### config.mk
export PLATFORM = sky130hd
export DESIGN_NAME = partcfg_device_flat
export DESIGN_NICKNAME = d
export VERILOG_FILES = /design/src/rtl/partcfg_pkg.sv /design/src/rtl/partcfg_link_if.sv /design/src/rtl/partcfg_device.sv /design/src/flat_wrapper.sv
export SDC_FILE = /design/constraint.sdc
export NUM_CORES = 2
export LEC_CHECK = 0
export BUFFER_PORTS_ARGS = -buffer_cell sky130_fd_sc_hd__buf_2
export CAP_MARGIN = 15
export CELL_PAD_IN_SITES_DETAIL_PLACEMENT = 1
export CELL_PAD_IN_SITES_GLOBAL_PLACEMENT = 1
export CORE_MARGIN = 8
export CORE_UTILIZATION = 51
export CTS_BUF_LIST = sky130_fd_sc_hd__clkbuf_8
export CTS_CLUSTER_SIZE = 10
export DETAILED_ROUTE_END_ITERATION = 10
export GPL_TIMING_DRIVEN = 0
export PLACE_DENSITY_LB_ADDON = 0.1
export RECOVER_POWER = 100
export SYNTH_ARGS = -nofsm -noshare
export SYNTH_HDL_FRONTEND = slang
export SYNTH_SLANG_ARGS = --single-unit
### constraint.sdc
create_clock -name ref_clk -period 15.96 [get_ports ref_clk]
set_clock_uncertainty 0.1 [all_clocks]
set_input_delay 3.192 -clock ref_clk [delete_from_list [all_inputs] [get_ports ref_clk]]
set_output_delay 3.192 -clock ref_clk [all_outputs]
set_load 0.1 [all_outputs]
### src/rtl/partcfg_pkg.sv
// Shared constants for the port and partition configuration link
package partcfg_pkg;
  // ==========================================================
  // Packet types and header layout
  localparam logic [7:0] TYPE_SET_ASSIGN = 8'h28;
  localparam logic [7:0] TYPE_GET_PORT   = 8'h29;
  localparam logic [7:0] TYPE_SET_PORT   = 8'h2a;
  localparam logic [7:0] RSP_FLAG        = 8'h80;
  localparam logic [7:0] HDR_REV         = 8'h01;
  localparam logic [7:0] CHANNEL_ID      = 8'h00;
  localparam logic [7:0] MC_ID           = 8'h00;
  localparam int         OFS_REV         = 1;
  localparam int         OFS_IID         = 3;
  localparam int         OFS_TYPE        = 4;
  localparam int         OFS_CHAN        = 5;
  localparam int         OFS_LEN_HI      = 6;
  localparam int         OFS_LEN_LO      = 7;
  localparam int         HDR_LEN         = 16;
  // ==========================================================
  // Body lengths in bytes, checksum excluded
  localparam logic [6:0] SET_ASSIGN_BODY = 7'h14;
  localparam logic [6:0] GET_PORT_BODY   = 7'h10;
  localparam logic [6:0] SET_PORT_BODY   = 7'h2c;
  localparam logic [6:0] RSP_SHORT_BODY  = 7'h14;
  localparam logic [6:0] RSP_PORT_BODY   = 7'h30;
  localparam int         RX_DEPTH        = 64;
  // ==========================================================
  // Payload fields
  localparam int         OFS_PAYLOAD     = 16;
  localparam int         OFS_SHARE_RSP   = 28;
  localparam int         OFS_SHARE_SET   = 24;
  localparam int         NUM_PART        = 10;
  localparam logic [7:0] FABRIC_MASK     = 8'h07;
  localparam logic [7:0] SERVICE_MASK    = 8'h3f;
  localparam logic [7:0] SHARE_MAX       = 8'h64;
  localparam int         MEDIA_BACKPLANE = 0;
  localparam int         MEDIA_COPPER    = 1;
  localparam int         MEDIA_CAGE      = 2;
  localparam int         MEDIA_SHARED    = 7;
  localparam logic [15:0] RSP_OK         = 16'h0000;
  localparam logic [15:0] RSP_FAIL       = 16'h0001;
  localparam logic [15:0] REASON_NONE    = 16'h0000;
  localparam logic [15:0] REASON_UNKNOWN = 16'h7fff;
  // ==========================================================
  // Controller register offsets
  localparam logic [7:0] REG_CMD      = 8'h00;
  localparam logic [7:0] REG_BUS_MAP  = 8'h04;
  localparam logic [7:0] REG_PORT_CFG = 8'h08;
  localparam logic [7:0] REG_PORT_CNT = 8'h0c;
  localparam logic [7:0] REG_SHARE0   = 8'h10;
  localparam logic [7:0] REG_RSP_CODE = 8'h24;
  localparam logic [7:0] REG_RSP_TYPE = 8'h28;
  localparam logic [7:0] REG_RSP_CFG0 = 8'h2c;
  localparam logic [7:0] REG_RSP_CFG1 = 8'h30;
  localparam int         SHARE_WORDS  = 5;

  function automatic logic [7:0] share_clip(input logic [7:0] v);
    return (v > SHARE_MAX) ? SHARE_MAX : v;
  endfunction : share_clip
endpackage : partcfg_pkg

### src/rtl/partcfg_link_if.sv
// Byte-wide command and response link between the two ends
interface partcfg_link_if (
  input wire logic ref_clk,
  input wire logic sys_rst
);
  logic       cmd_valid;
  logic       cmd_last;
  logic [7:0] cmd_data;
  logic       rsp_valid;
  logic       rsp_last;
  logic [7:0] rsp_data;

  modport controller (
    output cmd_valid, cmd_last, cmd_data,
    input  rsp_valid, rsp_last, rsp_data
  );
  modport device (
    input  cmd_valid, cmd_last, cmd_data,
    output rsp_valid, rsp_last, rsp_data
  );
endinterface : partcfg_link_if

### src/rtl/partcfg_device.sv
// Network controller end: parses configuration commands, answers them
// ==========================================================
// How it works
// - Bus assignment bitmap is 32 bits wide
// - Bitmap bit n marks function n assigned
// - Good assignment command answered with 0xA8
// - Assignment answer: header, codes, checksum
// - Port query holds header and checksum only
// - Good port query answered with 0xA9
// - Port query answer uses generic codes only
// - Port answer field layout, checksum at 48
// - Media bits: backplane, copper, cage
// - Media bit 7 shared, bits 3-6 zero
// - Cage port reports cage despite copper module
// - Feature field, bits 7-15 reserved
// - Maximum share byte per enabled partition
// - Minimum share byte per enabled partition
// - Controller configures port with 0x2A
// - Set command field layout from byte 16
// - Fabric bits: Ethernet, Fibre Channel, third
// - Set command accepted, answered with 0xAA
// - Share bytes hold 0 to 100 percent
// - Assignment takes effect at bus reset
//
// Local design decisions: the plain strobed port and the register offsets.
module partcfg_device
  import partcfg_pkg::*;
(
  input  wire logic        ref_clk,
  input  wire logic        sys_rst,
  partcfg_link_if.device   link,
  input  wire logic        host_bus_rst,
  input  wire logic        port_backplane,
  input  wire logic        port_copper,
  input  wire logic        port_cage,
  input  wire logic        port_shared,
  input  wire logic [6:0]  feature_support,
  output logic      [31:0] bus_function_map,
  output logic      [2:0]  fabric_enable,
  output logic      [7:0]  service_class_kind,
  output logic      [7:0]  largest_frame_size,
  output logic      [7:0]  partition_count,
  output logic      [79:0] partition_max_tx_share,
  output logic      [79:0] partition_min_tx_share
);
  typedef enum logic [3:0] {
    ST_RECV = 4'b0001,
    ST_CHECK = 4'b0010,
    ST_BODY = 4'b0100,
    ST_SUM = 4'b1000
  } dev_state_t;

  dev_state_t  state_reg;
  logic [7:0]  rx_mem [0:RX_DEPTH-1];
  logic [6:0]  rx_cnt_reg;
  logic [7:0]  rx_hi_reg;
  logic [15:0] rx_w1_reg;
  logic        rx_have_reg;
  logic [31:0] rx_sum_reg;
  logic        rx_ok_reg;
  logic [15:0] rx_word;
  logic [31:0] pending_map_reg;
  logic [7:0]  rsp_type_reg;
  logic [15:0] rsp_code_reg;
  logic [15:0] rsp_reason_reg;
  logic        rsp_port_reg;
  logic [6:0]  tx_len_reg;
  logic [6:0]  tx_idx_reg;
  logic [7:0]  tx_hi_reg;
  logic [31:0] tx_sum_reg;
  logic [31:0] tx_chk;
  logic [7:0]  tx_byte;
  logic [7:0]  media_byte;
  logic [7:0]  cmd_type;
  logic        cmd_good;
  logic        rsp_valid_reg;
  logic        rsp_last_reg;
  logic [7:0]  rsp_data_reg;

  assign rx_word  = {rx_hi_reg, link.cmd_data};
  assign cmd_type = rx_mem[OFS_TYPE];
  assign cmd_good = rx_ok_reg && rx_mem[OFS_REV] == HDR_REV &&
                    rx_mem[OFS_CHAN] == CHANNEL_ID;
  assign tx_chk   = 32'h0 - tx_sum_reg;

  // Cage wins over copper: a copper module in a cage is still a cage
  assign media_byte = {port_shared, 4'h0, port_cage,
                       port_copper & ~port_cage, port_backplane};

  // ==========================================================
  // Sequencing
  always_ff @(posedge ref_clk or posedge sys_rst) begin
    if (sys_rst) begin
      state_reg <= ST_RECV;
    end else begin
      case (state_reg)
        ST_RECV: begin
          if (link.cmd_valid && link.cmd_last) begin
            state_reg <= ST_CHECK;
          end
        end
        ST_CHECK: begin
          // Bad checksum or wrong identifier: dropped silently
          state_reg <= cmd_good ? ST_BODY : ST_RECV;
        end
        ST_BODY: begin
          if (tx_idx_reg == tx_len_reg - 7'h1) begin
            state_reg <= ST_SUM;
          end
        end
        ST_SUM: begin
          if (tx_idx_reg == 7'h3) begin
            state_reg <= ST_RECV;
          end
        end
        default: state_reg <= ST_RECV;
      endcase
    end
  end

  // ==========================================================
  // Command capture and checksum; bytes arriving while busy are lost
  always_ff @(posedge ref_clk) begin
    if (state_reg == ST_RECV && link.cmd_valid &&
        rx_cnt_reg < 7'(RX_DEPTH)) begin
      rx_mem[rx_cnt_reg[5:0]] <= link.cmd_data;
    end
  end

  always_ff @(posedge ref_clk or posedge sys_rst) begin
    if (sys_rst) begin
      rx_cnt_reg  <= 7'h0;
      rx_hi_reg   <= 8'h0;
      rx_w1_reg   <= 16'h0;
      rx_have_reg <= 1'b0;
      rx_sum_reg  <= 32'h0;
      rx_ok_reg   <= 1'b0;
    end else if (state_reg == ST_RECV && link.cmd_valid) begin
      if (link.cmd_last) begin
        rx_cnt_reg  <= 7'h0;
        rx_have_reg <= 1'b0;
        rx_sum_reg  <= 32'h0;
        rx_ok_reg   <= rx_cnt_reg[0] && rx_have_reg &&
                       rx_cnt_reg < 7'(RX_DEPTH) &&
                       rx_sum_reg + {rx_w1_reg, rx_word} == 32'h0;
      end else begin
        if (rx_cnt_reg != 7'h7f) begin
          rx_cnt_reg <= rx_cnt_reg + 7'h1;
        end
        if (rx_cnt_reg[0]) begin
          // Last two words are held back: they may be the checksum
          if (rx_have_reg) begin
            rx_sum_reg <= rx_sum_reg + {16'h0, rx_w1_reg};
          end
          rx_w1_reg   <= rx_word;
          rx_have_reg <= 1'b1;
        end else begin
          rx_hi_reg <= link.cmd_data;
        end
      end
    end
  end

  // ==========================================================
  // Command effects and answer selection
  always_ff @(posedge ref_clk or posedge sys_rst) begin
    if (sys_rst) begin
      rsp_type_reg   <= 8'h0;
      rsp_code_reg   <= RSP_OK;
      rsp_reason_reg <= REASON_NONE;
      rsp_port_reg   <= 1'b0;
      tx_len_reg     <= RSP_SHORT_BODY;
    end else if (state_reg == ST_CHECK && cmd_good) begin
      rsp_type_reg   <= cmd_type | RSP_FLAG;
      rsp_port_reg   <= cmd_type == TYPE_GET_PORT;
      tx_len_reg     <= (cmd_type == TYPE_GET_PORT) ?
                        RSP_PORT_BODY : RSP_SHORT_BODY;
      case (cmd_type)
        TYPE_SET_ASSIGN, TYPE_GET_PORT, TYPE_SET_PORT: begin
          rsp_code_reg   <= RSP_OK;
          rsp_reason_reg <= REASON_NONE;
        end
        default: begin
          rsp_code_reg   <= RSP_FAIL;
          rsp_reason_reg <= REASON_UNKNOWN;
        end
      endcase
    end
  end

  // Assignment is held and only applied on a host bus reset
  always_ff @(posedge ref_clk or posedge sys_rst) begin
    if (sys_rst) begin
      pending_map_reg  <= 32'h0;
      bus_function_map <= 32'h0;
    end else begin
      if (state_reg == ST_CHECK && cmd_good &&
          cmd_type == TYPE_SET_ASSIGN) begin
        pending_map_reg <= {rx_mem[16], rx_mem[17],
                            rx_mem[18], rx_mem[19]};
      end
      if (host_bus_rst) begin
        bus_function_map <= pending_map_reg;
      end
    end
  end

  always_ff @(posedge ref_clk or posedge sys_rst) begin
    if (sys_rst) begin
      fabric_enable          <= 3'h0;
      service_class_kind     <= 8'h0;
      largest_frame_size     <= 8'h0;
      partition_count        <= 8'h0;
      partition_max_tx_share <= 80'h0;
      partition_min_tx_share <= 80'h0;
    end else if (state_reg == ST_CHECK && cmd_good &&
                 cmd_type == TYPE_SET_PORT) begin
      // Media and feature bytes describe hardware and are not stored
      fabric_enable      <= rx_mem[16][2:0];
      service_class_kind <= rx_mem[17] & SERVICE_MASK;
      largest_frame_size <= rx_mem[18];
      partition_count    <= rx_mem[23];
      for (int p = 0; p < NUM_PART; p++) begin
        partition_max_tx_share[8*p +: 8] <=
          share_clip(rx_mem[OFS_SHARE_SET + 2*p]);
        partition_min_tx_share[8*p +: 8] <=
          share_clip(rx_mem[OFS_SHARE_SET + 2*p + 1]);
      end
    end
  end

  // ==========================================================
  // Answer byte generation
  always_comb begin
    tx_byte = 8'h00;
    if (tx_idx_reg < 7'(HDR_LEN)) begin
      tx_byte = rx_mem[tx_idx_reg[5:0]];
      if (tx_idx_reg == 7'(OFS_TYPE)) begin
        tx_byte = rsp_type_reg;
      end else if (tx_idx_reg == 7'(OFS_LEN_HI)) begin
        tx_byte = 8'h00;
      end else if (tx_idx_reg == 7'(OFS_LEN_LO)) begin
        tx_byte = {1'b0, tx_len_reg - 7'(HDR_LEN)};
      end
    end else begin
      case (tx_idx_reg)
        7'h10: tx_byte = rsp_code_reg[15:8];
        7'h11: tx_byte = rsp_code_reg[7:0];
        7'h12: tx_byte = rsp_reason_reg[15:8];
        7'h13: tx_byte = rsp_reason_reg[7:0];
        7'h14: tx_byte = {5'h0, fabric_enable};
        7'h15: tx_byte = service_class_kind;
        7'h16: tx_byte = largest_frame_size;
        7'h17: tx_byte = media_byte;
        7'h19: tx_byte = {1'b0, feature_support};
        7'h1b: tx_byte = partition_count;
        default: begin
          if (tx_idx_reg >= 7'(OFS_SHARE_RSP)) begin
            tx_byte = tx_idx_reg[0] ?
              partition_min_tx_share[8*((tx_idx_reg - 7'h1c) >> 1) +: 8] :
              partition_max_tx_share[8*((tx_idx_reg - 7'h1c) >> 1) +: 8];
          end
        end
      endcase
    end
  end

  always_ff @(posedge ref_clk or posedge sys_rst) begin
    if (sys_rst) begin
      tx_idx_reg    <= 7'h0;
      tx_hi_reg     <= 8'h0;
      tx_sum_reg    <= 32'h0;
      rsp_valid_reg <= 1'b0;
      rsp_last_reg  <= 1'b0;
      rsp_data_reg  <= 8'h0;
    end else begin
      rsp_valid_reg <= 1'b0;
      rsp_last_reg  <= 1'b0;
      case (state_reg)
        ST_CHECK: begin
          tx_idx_reg <= 7'h0;
          tx_sum_reg <= 32'h0;
        end
        ST_BODY: begin
          rsp_valid_reg <= 1'b1;
          rsp_data_reg  <= tx_byte;
          if (tx_idx_reg[0]) begin
            tx_sum_reg <= tx_sum_reg + {16'h0, tx_hi_reg, tx_byte};
          end else begin
            tx_hi_reg <= tx_byte;
          end
          tx_idx_reg <= (tx_idx_reg == tx_len_reg - 7'h1) ?
                        7'h0 : tx_idx_reg + 7'h1;
        end
        ST_SUM: begin
          rsp_valid_reg <= 1'b1;
          rsp_data_reg  <= tx_chk[8*(3 - tx_idx_reg[1:0]) +: 8];
          rsp_last_reg  <= tx_idx_reg == 7'h3;
          tx_idx_reg    <= tx_idx_reg + 7'h1;
        end
        default: tx_idx_reg <= 7'h0;
      endcase
    end
  end

  assign link.rsp_valid = rsp_valid_reg;
  assign link.rsp_last  = rsp_last_reg;
  assign link.rsp_data  = rsp_data_reg;
endmodule : partcfg_device

### src/flat_wrapper.sv
// flat-port wrapper written by rule: the top's interface ports become plain ports
module partcfg_device_flat import partcfg_pkg::*;
  (ref_clk, sys_rst, host_bus_rst, port_backplane, port_copper, port_cage, port_shared, feature_support, bus_function_map, fabric_enable, service_class_kind, largest_frame_size, partition_count, partition_max_tx_share, partition_min_tx_share, link_cmd_valid, link_cmd_last, link_cmd_data, link_rsp_valid, link_rsp_last, link_rsp_data);
  partcfg_link_if link_i (.ref_clk(ref_clk), .sys_rst(sys_rst));
  input  wire logic ref_clk;
  input  wire logic sys_rst;
  input  wire logic host_bus_rst;
  input  wire logic port_backplane;
  input  wire logic port_copper;
  input  wire logic port_cage;
  input  wire logic port_shared;
  input  wire logic [6:0] feature_support;
  output logic      [31:0] bus_function_map;
  output logic      [2:0] fabric_enable;
  output logic      [7:0] service_class_kind;
  output logic      [7:0] largest_frame_size;
  output logic      [7:0] partition_count;
  output logic      [79:0] partition_max_tx_share;
  output logic      [79:0] partition_min_tx_share;
  input wire logic [$bits(link_i.cmd_valid)-1:0] link_cmd_valid;
  input wire logic [$bits(link_i.cmd_last)-1:0] link_cmd_last;
  input wire logic [$bits(link_i.cmd_data)-1:0] link_cmd_data;
  output wire logic [$bits(link_i.rsp_valid)-1:0] link_rsp_valid;
  output wire logic [$bits(link_i.rsp_last)-1:0] link_rsp_last;
  output wire logic [$bits(link_i.rsp_data)-1:0] link_rsp_data;
  assign link_i.cmd_valid = link_cmd_valid;
  assign link_i.cmd_last = link_cmd_last;
  assign link_i.cmd_data = link_cmd_data;
  assign link_rsp_valid = link_i.rsp_valid;
  assign link_rsp_last = link_i.rsp_last;
  assign link_rsp_data = link_i.rsp_data;
  partcfg_device u_core (.ref_clk(ref_clk), .sys_rst(sys_rst), .link(link_i), .host_bus_rst(host_bus_rst), .port_backplane(port_backplane), .port_copper(port_copper), .port_cage(port_cage), .port_shared(port_shared), .feature_support(feature_support), .bus_function_map(bus_function_map), .fabric_enable(fabric_enable), .service_class_kind(service_class_kind), .largest_frame_size(largest_frame_size), .partition_count(partition_count), .partition_max_tx_share(partition_max_tx_share), .partition_min_tx_share(partition_min_tx_share));
endmodule
==> summary.md <==
| Metric | Value |
|---|---|
| Post-DR wirelength/cell | 28.34 um |
| Status | finished with violations |
| DR iter-0 viols | 2,382 |
| CTS root buf | clkbuf_8 |
| Hold_buf cts | 0 |
| Die area | 74,190 um^2 |
| Hold Path Class | register to register |
| Mapped Cells | 2,652 |
| Final WS setup | 7.399 ns |
| Top Layer Used | met5 |
| Register bit total from synthesis | 741 |
| Number of warnings issued by yosys | 0 |
| Grt ovf | 0 |
| Drt drc | 0 |
| Num CTS Buffers | 130 |
| Total of max-cap violations | 14 |
| Clock Pin Slew Worst Setup and Hold Paths | 0.06 ns |
| Clock Latency Late Sink | 0.80 ns |
| Post-CTS sizing | 0 |
| Peak Freq | 116.8 MHz |
| Fillers | 6,852 |
| Multi-input logic area | 12,450 um^2 |
| Met2 Wirelength | 56,310 um |
| Power per standard cell area | 129.2 nW/um^2 |
| Die H | 272.4 um |
| Die X | 272.4 um |
| Leakage power | 15.49 nW |
| Slew headroom | -191.9% |
| Final Slew Violations | 452 |
| Register cell area after layout | 20,320 um^2 |
| TNS Setup | 0 ns |
| Post-Syn Area | 33,520 um^2 |
| Area of the core | 65,390 um^2 |
| Total GRT Usage | 30.56% |
| First-pass GRT wire length | 171,100 um |
| Worst-Margin Slew | 4.378 ns |
| Row count | 94 |
| Critical path launch point type | register |
| Dpl ws | 7.689 ns |
| Worst vdd ir | 0.09238 mV |
| Met3 WL | 8063 um |
| Detailed placement HPWL | 82,100 um |
| Hold violation total from the final report | 0 |
| TritonCTS Sinks | 741 |
| EDFF count, synth | 355 |
| Yosys cell types | 80 |
| Crit path kind | register to register |
| Via density | 6.214 |
| Mean Syn Cell Area | 12.64 um^2 |
| Period minus WS final | 8.561 ns |
| Metal-1 WL | 45,740 um |
| I/O Pins | 253 |
| Starting Density | 51.27% |
| Synthesis-to-finish area growth | 14.69% |
| CTS tree | done |
| Post-synthesis sequential area ratio | 60.62% |
| Max reg flops | 355 |
| Number of port buffers | 249 |
| Final worst path period share | 53.64% |
| Critical path endpoint category | register |
| Share of cells above drive strength 1 | 13.15% |
| Setup slack, reg-to-reg | 7.40 ns |
| Post-CTS setup repair buffer count | 0 |
| Final setup viols | 0 |
| Failing checks | capacitance limit, slew limit |
| Final wirelength | 114,000 um |
| GPL Wtd Cong | 0.9172 |
| Setup repair after global routing missed its margin | false |
| Nets | 3,154 |
| Main synth FF type | dfrtp_1 |
| Clk buf depth | 3 |
| DRT Pass-1 Iters | 7 |
| Largest net degree at the start of global routing | 129 |
| Asr flop ratio synth | 52.09% |
| Worst Path Required | 16.49 ns |
| Via count of the routed design | 24,990 |
| Arr. time, crit path | 9.09 ns |
| H-tree levels | 4 |
| Worst-path fanout max | 11 |
| Initial antenna violation count | 6 |
| Vias in the first global route | 26,500 |
| DRT antenna net count | 0 |
stage by stage:
step	hold WS, ns	area [um^2]	util, %	power [mW]	instances
2_1_floorplan	0.3222	33530	-	2.852	2653
3_3_place_gp	0.3278	35860	54.83	3.112	3766
3_5_place_dp	0.3368	36130	55.26	3.161	3779
4_1_cts	0.3512	38860	59.43	4.989	4016
5_1_grt	0.3645	38450	58.79	5.169	4021
6_report	0.3504	38450	58.80	4.968	4022
cell type report:
| class | count | share of cell area [%] |
|---|---|---|
| flip-flops and latches | 741 | 52.85 |
| multi-input cells | 1728 | 32.39 |
| clock buffers | 146 | 5.226 |
| repair buffers | 266 | 2.935 |
| well taps | 864 | 2.812 |
| clock inverters | 91 | 1.874 |
| plain buffers | 121 | 1.276 |
| inverters | 63 | 0.6183 |
| diodes | 2 | 0.01302 |
report_power, final:
group          total [mW]  internal [mW]  leakage [nW]  switching, mW
Combinational       0.932          0.349          5.48          0.583
Clock                1.83           1.00          1.55          0.831
Sequential           2.20           2.10          8.45          0.108
synthesized netlist by cell type (50+ instances only):
master / n / area share (%)
inv_1: 60 / 0.67
mux2_2: 98 / 3.3
mux4_2: 75 / 5.0
xor2_1: 55 / 1.4
o21ai_0: 115 / 1.7
nor2_1: 294 / 3.3
nor3_1: 74 / 1.1
ha_1: 76 / 2.8
a22o_1: 87 / 2.3
nand3_1: 52 / 0.78
dfrtp_1: 384 / 29
edfxtp_1: 355 / 32
clkbuf_1: 80 / 0.90
mux2i_1: 50 / 1.5
nand2_1: 220 / 2.5
a21oi_1: 107 / 1.6
layer usage:
metal,track usage [%],up-vias
met4,11.08,6
met2,51.17,1034
met1,39.49,12990
met3,6.016,242
met5,0,-
li1,-,10720
critical path, stage by stage (launching register included):
cell,delay (ns)
dfrtp_1,0.38
clkbuf_1,0.35
clkbuf_1,0.94
inv_1,0.29
clkbuf_1,0.46
ha_1,0.44
clkbuf_1,0.59
mux4_2,0.48
a22oi_1,0.30
nor2_1,0.12
o31ai_1,0.48
clkbuf_1,0.33
inv_1,0.08
ha_1,0.27
a21o_1,0.18
a21o_1,0.21
a2111oi_0,0.67
or3_1,0.25
a31oi_1,0.16
a41o_1,0.33
nor2b_1,0.11
or2_2,0.11
clkbuf_1,0.40
nor2_1,0.12
xnor2_1,0.18
nor2_1,0.06
path summary, 6_finish.rpt:
check                                               endpoint  cells after the start                 start
max in group asynchronous       u_core.service_class_kind[2]                      3               sys_rst
setup / recovery                       u_core.tx_sum_reg[27]                     25  u_core.tx_idx_reg[2]
hold reg to reg                    u_core.partition_count[4]                      2  u_core.rx_mem[23][4]
hold / removal                     u_core.partition_count[4]                      2  u_core.rx_mem[23][4]
min in group asynchronous  u_core.partition_min_tx_share[55]                      2               sys_rst
setup reg to reg                       u_core.tx_sum_reg[27]                     25  u_core.tx_idx_reg[2]
logic make-up (layout without fill, tap and decap cells):
group / Yosys count / in the layout / synth area share, %
AND/OR/NAND/NOR: 812 / 812 / 11.31
flip-flops: 741 / 741 / 60.62
AO/OA/AOI/OAI: 515 / 515 / 10.50
multiplexers: 223 / 223 / 9.823
buffers and inverters: 184 / 687 / 2.187
XOR/XNOR: 97 / 97 / 2.534
adder cells (fa/ha/maj): 79 / 79 / 3.016
other: 1 / 4 / 0.01119
placed cells by master, fill, tap and decap left out, types with 15 or more instances in the layout:
cell type / netlist / layout
a21o_1: 27 / 27
a21oi_1: 107 / 107
a22o_1: 87 / 87
a22oi_1: 15 / 15
a311oi_1: 23 / 23
and2_0: 0 / 15
and3_1: 15 / 15
buf_2: 22 / 30
clkbuf_1: 80 / 338
clkbuf_8: 0 / 146
dfrtp_1: 384 / 384
edfxtp_1: 355 / 355
ha_1: 76 / 76
inv_1: 60 / 105
mux2_2: 98 / 93
mux2i_1: 50 / 50
mux4_2: 75 / 75
nand2_1: 220 / 220
nand3_1: 52 / 52
nand4_1: 21 / 21
nor2_1: 294 / 294
nor3_1: 74 / 75
nor4_1: 16 / 16
o21ai_0: 115 / 116
o221ai_1: 26 / 27
or3_1: 22 / 22
xnor2_1: 42 / 42
xor2_1: 55 / 55
Note: power is estimated with default switching activity, not from simulation.
